### config.mk
export PLATFORM = sky130hd
export DESIGN_NAME = mtc_metering_mode_temp_control
export DESIGN_NICKNAME = d
export VERILOG_FILES = /design/src/rtl/mtc_metering_mode_temp_control.v
export VERILOG_INCLUDE_DIRS = /design/src /design/src/rtl
export SDC_FILE = /design/constraint.sdc
export NUM_CORES = 1
export LEC_CHECK = 0
export BUFFER_PORTS_ARGS = -buffer_cell sky130_fd_sc_hd__clkbuf_2
export CORE_ASPECT_RATIO = 1.25
export CORE_MARGIN = 2
export CORE_UTILIZATION = 45
export CTS_BUF_LIST = sky130_fd_sc_hd__clkbuf_8
export DETAILED_ROUTE_END_ITERATION = 6
export SLEW_MARGIN = 40
export SYNTH_ARGS = -nofsm -noshare
export SYNTH_HDL_FRONTEND = slang
export SYNTH_SLANG_ARGS = --single-unit
### constraint.sdc
create_clock -name core_clk -period 5 [get_ports core_clk]
set_clock_uncertainty 0.05 [all_clocks]
set_input_delay 0.75 -clock core_clk [delete_from_list [all_inputs] [get_ports core_clk]]
set_output_delay 0.75 -clock core_clk [all_outputs]
set_load 0.01 [all_outputs]
### src/rtl/mtc_defines.vh
`ifndef MTC_DEFINES_VH
`define MTC_DEFINES_VH

// register offsets on the internal register port
`define MTC_ADDR_EXT_TEMP 8'h0F
`define MTC_ADDR_MODE 8'h18
`define MTC_ADDR_WRPROT 8'h1A
`define MTC_ADDR_TEMP_CTRL 8'h1B

// reset values and the write-protect key
`define MTC_MODE_RESET 16'h0000
`define MTC_TEMP_CTRL_RESET 16'h07FF
`define MTC_WRPROT_RESET 8'h00
`define MTC_WRPROT_KEY 8'h55

// writable bits of the mode register (8, 9, 11, 12)
`define MTC_MODE_WMASK 16'h1B00

// mode register fields
`define MTC_MODE_RMS_SEL 8
`define MTC_MODE_FREQ_SEL 9
`define MTC_MODE_PULSE_CH 11
`define MTC_MODE_PIN_FUNC 12

// temperature control fields
`define MTC_TC_MEAS_OFF 15
`define MTC_TC_ALARM_SRC 14
`define MTC_TC_SENSOR_HI 13
`define MTC_TC_SENSOR_LO 12
`define MTC_TC_IVL_HI 11
`define MTC_TC_IVL_LO 10
`define MTC_TC_THR_HI 9
`define MTC_TC_THR_NONE 10'h3FF

// timing: figures in ms, clock in MHz, counts derived
`define MTC_CLK_MHZ 125
`define MTC_RMS_SHORT_MS 400
`define MTC_MEAS_BASE_MS 50
`define MTC_RMS_SHORT_CYCLES (`MTC_RMS_SHORT_MS * `MTC_CLK_MHZ * 1000)
`define MTC_MEAS_BASE_CYCLES (`MTC_MEAS_BASE_MS * `MTC_CLK_MHZ * 1000)

`endif

### src/rtl/mtc_metering_mode_temp_control.v
`timescale 1ns/1ps
`default_nettype none
`include "mtc_defines.vh"

// Behaviour
// - rms refresh every 400 ms when mode bit 8 is 0, 800 ms when 1
// - mode bit 9 selects 50 Hz (0) or 60 Hz (1) mains
// - mode bit 11 picks channel A (0) or B (1) energy pulses
// - mode bit 12 picks energy pulses (0) or the alarm (1) on the pin
// - temperature control bit 15 low enables measurement; resets low
// - temperature control bit 14 picks temperature alarm or channel A overcurrent for the pin
// - bits 13:12 pick sensor: auto, auto, internal, external; reset 00
// - bits 11:10 pick interval 50/100/200/400 ms; reset 01
// - bits 9:0 hold alarm threshold; 0x3FF means no alarm
// - temperature alarm when external result at or above threshold
// - mode and temperature control registers writable only while write-protect holds 0x55
// - external temperature result is a 10-bit read-only register
module mtc_metering_mode_temp_control #(
  parameter RMS_BASE_CYCLES = `MTC_RMS_SHORT_CYCLES,
  parameter MEAS_BASE_CYCLES = `MTC_MEAS_BASE_CYCLES
) (
  // clock, reset, enable
  input wire core_clk,
  input wire rst,
  input wire ce,
  // register port from the host link decoder
  input wire [7:0] reg_addr,
  input wire [23:0] reg_wdata,
  input wire reg_wr,
  input wire reg_rd,
  output reg [23:0] reg_rdata,
  output reg reg_rvalid,
  // measurement sources
  input wire [9:0] ext_temp_in,
  input wire ext_temp_valid,
  input wire pulse_a_in,
  input wire pulse_b_in,
  input wire overcurrent_a_in,
  // control outputs
  output reg energy_pulse_pin,
  output reg rms_refresh_tick,
  output reg mains_60hz,
  output reg temp_measure_enable,
  output reg [1:0] temp_sensor_sel,
  output reg temp_measure_tick,
  output reg temperature_alarm
);

  // ----------------------------------------------------------------
  // registers
  // ----------------------------------------------------------------
  // ce low holds every flop below, outputs included, so the pins freeze too
  reg [15:0] operating_mode_config;
  reg [15:0] temperature_control;
  reg [7:0] user_write_protect;
  reg [9:0] external_temperature_result;
  reg [27:0] rms_cnt;
  reg [27:0] meas_cnt;

  // key compare is exact; any other value, the reset value included, locks
  wire unlocked = (user_write_protect == `MTC_WRPROT_KEY);
  wire [9:0] threshold = temperature_control[`MTC_TC_THR_HI:0];

  // ----------------------------------------------------------------
  // field decode
  // ----------------------------------------------------------------
  // timer bases cut to the counter width once; longest period is 800 ms
  localparam [27:0] RMS_BASE = RMS_BASE_CYCLES[27:0];
  localparam [27:0] MEAS_BASE = MEAS_BASE_CYCLES[27:0];

  // refresh period doubles with the select bit; 800 ms still fits 28 bits
  wire [27:0] rms_period = operating_mode_config[`MTC_MODE_RMS_SEL] ?
    (RMS_BASE << 1) : RMS_BASE;

  // interval field is a power-of-two multiple of the 50 ms base
  wire [1:0] ivl_sel = temperature_control[`MTC_TC_IVL_HI:`MTC_TC_IVL_LO];
  wire [27:0] meas_period = MEAS_BASE << ivl_sel;

  // sensor field: 00 and 01 both mean automatic
  wire [1:0] sensor_field = temperature_control[`MTC_TC_SENSOR_HI:`MTC_TC_SENSOR_LO];
  wire [1:0] next_sensor_sel = sensor_field[1] ? sensor_field : 2'b00;

  // threshold of all ones disables the alarm rather than matching 1023
  wire temp_hit = (threshold != `MTC_TC_THR_NONE) &&
    (external_temperature_result >= threshold);
  wire alarm_sig = temperature_control[`MTC_TC_ALARM_SRC] ?
    overcurrent_a_in : temp_hit;
  wire energy_sel = operating_mode_config[`MTC_MODE_PULSE_CH] ?
    pulse_b_in : pulse_a_in;

  // ----------------------------------------------------------------
  // pulse pin source
  // ----------------------------------------------------------------
  // one mux ahead of the pin flop, so a mode write never glitches the pin
  reg next_pin;
  always @* begin
    next_pin = energy_sel;
    if (operating_mode_config[`MTC_MODE_PIN_FUNC]) begin
      next_pin = alarm_sig;
    end
  end

  // ----------------------------------------------------------------
  // register writes
  // ----------------------------------------------------------------
  // write-protect register itself is always writable, else lockout is permanent
  // a locked write is dropped with no flag; the host reads back to confirm
  always @(posedge core_clk or posedge rst) begin
    if (rst) begin
      operating_mode_config <= `MTC_MODE_RESET;
      temperature_control <= `MTC_TEMP_CTRL_RESET;
      user_write_protect <= `MTC_WRPROT_RESET;
    end else if (ce && reg_wr) begin
      if (reg_addr == `MTC_ADDR_WRPROT) begin
        user_write_protect <= reg_wdata[7:0];
      end
      if (unlocked && reg_addr == `MTC_ADDR_MODE) begin
        operating_mode_config <= reg_wdata[15:0] & `MTC_MODE_WMASK;
      end
      if (unlocked && reg_addr == `MTC_ADDR_TEMP_CTRL) begin
        temperature_control <= reg_wdata[15:0];
      end
    end
  end

  // external result register; the host cannot write it
  always @(posedge core_clk or posedge rst) begin
    if (rst) begin
      external_temperature_result <= 10'h000;
    end else if (ce && ext_temp_valid) begin
      external_temperature_result <= ext_temp_in;
    end
  end

  // ----------------------------------------------------------------
  // register reads, one cycle latency
  // ----------------------------------------------------------------
  // address decode; offsets with no register read as zero
  reg [23:0] next_rdata;
  always @* begin
    next_rdata = 24'h00_0000;
    case (reg_addr)
      `MTC_ADDR_EXT_TEMP: next_rdata = {14'h0000, external_temperature_result};
      `MTC_ADDR_MODE: next_rdata = {8'h00, operating_mode_config};
      `MTC_ADDR_WRPROT: next_rdata = {16'h0000, user_write_protect};
      `MTC_ADDR_TEMP_CTRL: next_rdata = {8'h00, temperature_control};
      default: next_rdata = 24'h00_0000;
    endcase
  end

  // read data holds until the next read, so a slow host can fetch it late
  always @(posedge core_clk or posedge rst) begin
    if (rst) begin
      reg_rdata <= 24'h00_0000;
      reg_rvalid <= 1'b0;
    end else if (ce) begin
      reg_rvalid <= reg_rd;
      if (reg_rd) begin
        reg_rdata <= next_rdata;
      end
    end
  end

  // ----------------------------------------------------------------
  // periodic timers
  // ----------------------------------------------------------------
  // a shortened period takes effect at once: counter resets if past it
  always @(posedge core_clk or posedge rst) begin
    if (rst) begin
      rms_cnt <= 28'h000_0000;
      rms_refresh_tick <= 1'b0;
    end else if (ce) begin
      if (rms_cnt >= rms_period - 28'h000_0001) begin
        rms_cnt <= 28'h000_0000;
        rms_refresh_tick <= 1'b1;
      end else begin
        rms_cnt <= rms_cnt + 28'h000_0001;
        rms_refresh_tick <= 1'b0;
      end
    end
  end

  // measurement timer halts and restarts from zero while switched off
  always @(posedge core_clk or posedge rst) begin
    if (rst) begin
      meas_cnt <= 28'h000_0000;
      temp_measure_tick <= 1'b0;
    end else if (ce) begin
      if (temperature_control[`MTC_TC_MEAS_OFF]) begin
        meas_cnt <= 28'h000_0000;
        temp_measure_tick <= 1'b0;
      end else if (meas_cnt >= meas_period - 28'h000_0001) begin
        meas_cnt <= 28'h000_0000;
        temp_measure_tick <= 1'b1;
      end else begin
        meas_cnt <= meas_cnt + 28'h000_0001;
        temp_measure_tick <= 1'b0;
      end
    end
  end

  // ----------------------------------------------------------------
  // registered control outputs
  // ----------------------------------------------------------------
  // every output leaves from a flop; the host link sees no decode ripple
  always @(posedge core_clk or posedge rst) begin
    if (rst) begin
      energy_pulse_pin <= 1'b0;
      mains_60hz <= 1'b0;
      temp_measure_enable <= 1'b0;
      temp_sensor_sel <= 2'b00;
      temperature_alarm <= 1'b0;
    end else if (ce) begin
      energy_pulse_pin <= next_pin;
      mains_60hz <= operating_mode_config[`MTC_MODE_FREQ_SEL];
      temp_measure_enable <= ~temperature_control[`MTC_TC_MEAS_OFF];
      temp_sensor_sel <= next_sensor_sel;
      temperature_alarm <= temp_hit;
    end
  end

endmodule

`default_nettype wire

==> results_dict.tcl <==
set metrics [dict create \
    wl_per_cell_um 16.7 \
    drive_gt1_share_pct 20.9 \
    gp_congestion 0.833 \
    r2r_cells 10 \
    routed_wl_mm 15.7 \
    dieArea_um2 15700 \
    cts_tree "yes" \
    rsz0062_at_grt "false" \
    ir_drop_mv 0.164 \
    cp.required_ns 5.26 \
    cp-startpoint "reg_addr[5]" \
    grt_pass1_wl_mm 26.5 \
    r2r_end "meas_cnt[9]" \
    setup_violations 0 \
    grt_busiest_layer "met2" \
    async_flop_share_pct 100 \
    worstPathCellList "clkbuf_2 -> or4b_1 -> inv_1 -> and4_1 -> inv_1 -> nor2_2 -> mux2_2" \
    die_x_um 113 \
    place_area_um2 7070 \
    status "complete, no violations" \
    diodes 0 \
    first_global_vias 5335 \
    syn_area_um2 6630 \
    cp.arrival_ns 3.53 \
    vias 5377 \
    cts-root-buf "clkbuf_8" \
    path_class "in -> reg" \
    powerDensity_nw_per_um2 353 \
    period_minus_slack_ns 3.27 \
    cts_buffers 17 \
    post_cts_buffers 0 \
    clkLatencyLatePin_ns 0.43 \
    endpoint "temperature_control[15]" \
    cap_violations 0 \
    io_pins 84 \
    fmax_mhz 306 \
    nNetsFinal 841 \
    drt_iter0_markers 289 \
    hold_viol 0 \
    drc_errors 0 \
    place_hpwl_mm 11.4 \
    track_usage_pct 20.8 \
    viasPerCell 5.73 \
    power_w 0.00263 \
    fin_area_um2 7450 \
    start_util_pct 46.0 \
    cts_sinks 119 \
    leakagePower_nw 3.51 \
    ant_nets 0 \
    htree_levels 4 \
    slowest_stage "nor2_2" \
    core_um2 14400 \
    fp-row-count 49 \
    ys_seq_elements 119 \
    yosysSeqAreaShare_pct 45.2 \
    worst_pin_slew_ns 0.827 \
    antenna_found_initial 0 \
    dpl_worst_slack_ns 1.29 \
    port_buffers 67 \
    slew_headroom_pct 44.8 \
    cp_max_fo 18 \
    use_met2_pct 35.3 \
    syn_area_per_cell_um2 9.69 \
    use_met3_pct 4.49 \
    holdBufCountCts 0 \
    synth.distinct_cells 60 \
    finalWorstSetupSlack_ns 1.73 \
    fp.dieH_um 140 \
    rrSetupSlack_ns 1.78 \
    max_stage_delay_ns 0.72 \
    start_kind "primary input" \
    firstDrtPassIters 6 \
    hold_class "in -> async" \
    maxSlewViolCount 0 \
    synth_edf_count 0 \
    synth_cells 684 \
    cts.path.max_buffers 2 \
    ys.flop_type "dfrtp_1" \
    cp_common_cell "inv_1" \
    cts_resized 0 \
    grt_start_max_net_pins 46 \
    synth_warnings 0 \
    fin_tns_setup_ns 0 \
    syn2layout_area_growth_pct 12.4 \
    crit_path_end_kind "flip-flop" \
    clk_pin_slew_ns 0.07 \
    grt_overflow 0 \
    met1_usage_pct 26.4 \
    regToRegStartpoint "temperature_control[11]" \
    timing.final.crit_share_pct 65.4 \
]
==> placed cells by master, fill, tap and decap left out, drive strengths merged, types with 3 or more instances in the layout <==
| master | instances |
|---|---|
| inv | 37 |
| mux2 | 29 |
| o22ai | 6 |
| conb | 12 |
| a21o | 8 |
| nor2 | 38 |
| buf | 6 |
| o311ai | 11 |
| or4 | 3 |
| o211ai | 4 |
| nand2 | 82 |
| dfstp | 11 |
| clkbuf | 84 |
| nor2b | 8 |
| nor4 | 4 |
| o2bb2ai | 4 |
| nor3 | 9 |
| o31ai | 10 |
| nand4 | 18 |
| a31oi | 6 |
| or2 | 5 |
| dfrtp | 108 |
| a21oi | 28 |
| and4 | 7 |
| a222oi | 8 |
| clkinvlp | 4 |
| nand3 | 44 |
| clkinv | 7 |
| nand2b | 7 |
| ha | 42 |
| and3 | 11 |
| xnor2 | 7 |
| mux2i | 4 |
| xor2 | 13 |
| o21ai | 47 |
==> cells by family after synthesis <==
kind of cell,Yosys count,share of synthesized area [%]
flip-flops,119,45.2
XOR/XNOR,20,2.64
adder cells (fa/ha/maj),44,8.25
AND/OR/NAND/NOR,247,18.5
buffers and inverters,73,5.12
AO/OA/AOI/OAI,146,14.7
other,2,0.113
multiplexers,33,5.53
==> flip-flops by register name, summed over array words and instances, names as in the netlist, 2 cells and up <==
signal and flops:
meas_cnt 28, rms_cnt 28, reg_rdata 16, temperature_control 16, external_temperature_result 10, user_write_protect 8, operating_mode_config 4, temp_sensor_sel 2
==> power breakdown <==
group          switching (W)  internal (W)
Clock               0.000402      0.000435
Combinational       0.000283      0.000237
Sequential          0.000181       0.00109
Total               0.000866       0.00176
==> critical path, delay by kind of cell <==
family                 cells  cell delay, ns
buffers and inverters      3            0.45
multiplexers               1            0.41
AND/OR/NAND/NOR            3            1.91
==> cells in the mapped netlist, types with 6 or more instances <==
cell,number,area (µm²)
a21o_1,8,60.1
xnor2_1,7,61.3
dfrtp_1,108,2700
nor3_1,9,45.0
a31oi_1,6,37.5
nor2_1,38,143
a21oi_1,28,140
and3_1,11,68.8
o31ai_1,10,75.1
a222oi_1,8,80.1
nor2b_1,7,43.8
mux2_2,29,327
buf_4,9,67.6
o22ai_1,6,37.5
and4_1,7,61.3
o311ai_1,8,70.1
o21ai_0,43,215
nand3_1,44,220
nand4_1,18,113
ha_1,42,526
nand2_1,81,304
dfstp_2,11,289
nand2b_1,7,43.8
xor2_1,13,114
clkbuf_1,22,82.6
inv_1,35,131
==> how the worst min path moves through the flow <==
stage                     cells after the start     startpoint                        endpoint
after floorplan                               1     rms_cnt[8]                      rms_cnt[8]
after global placement                        2  reg_rdata[14]                   reg_rdata[14]
after detailed placement                      2   reg_rdata[7]                    reg_rdata[7]
after CTS                                     2            rst  external_temperature_result[1]
after global routing                          2            rst  external_temperature_result[1]
final                                         2            rst  external_temperature_result[1]
==> per-layer routing <==
layer	wire length [µm]	part of all wire, %	vias to the layer above
li1	-	-	2595
met2	7820	50	142
met5	0	0	-
met3	734	4.7	17
met4	233	1.5	0
met1	6920	44	2623
==> final cells by class <==
class	instances	area (µm²)
fillers	1311	6960
multi-input cells	502	3350
clock inverters	15	140
well taps	178	223
repair buffers	73	380
clock buffers	17	234
inverters	35	134
flip-flops and latches	119	2990
==> stage by stage <==
step / hold slack [ns] / util [%] / cells
after floorplan: 0.404 / - / 694
after global placement: 0.415 / 49.0 / 907
after detailed placement: 0.423 / 49.1 / 907
after CTS: 0.256 / 51.7 / 939
after global routing: 0.270 / 51.7 / 939
final: 0.264 / 51.7 / 939
No activity file was read; power rests on OpenSTA's default activity.
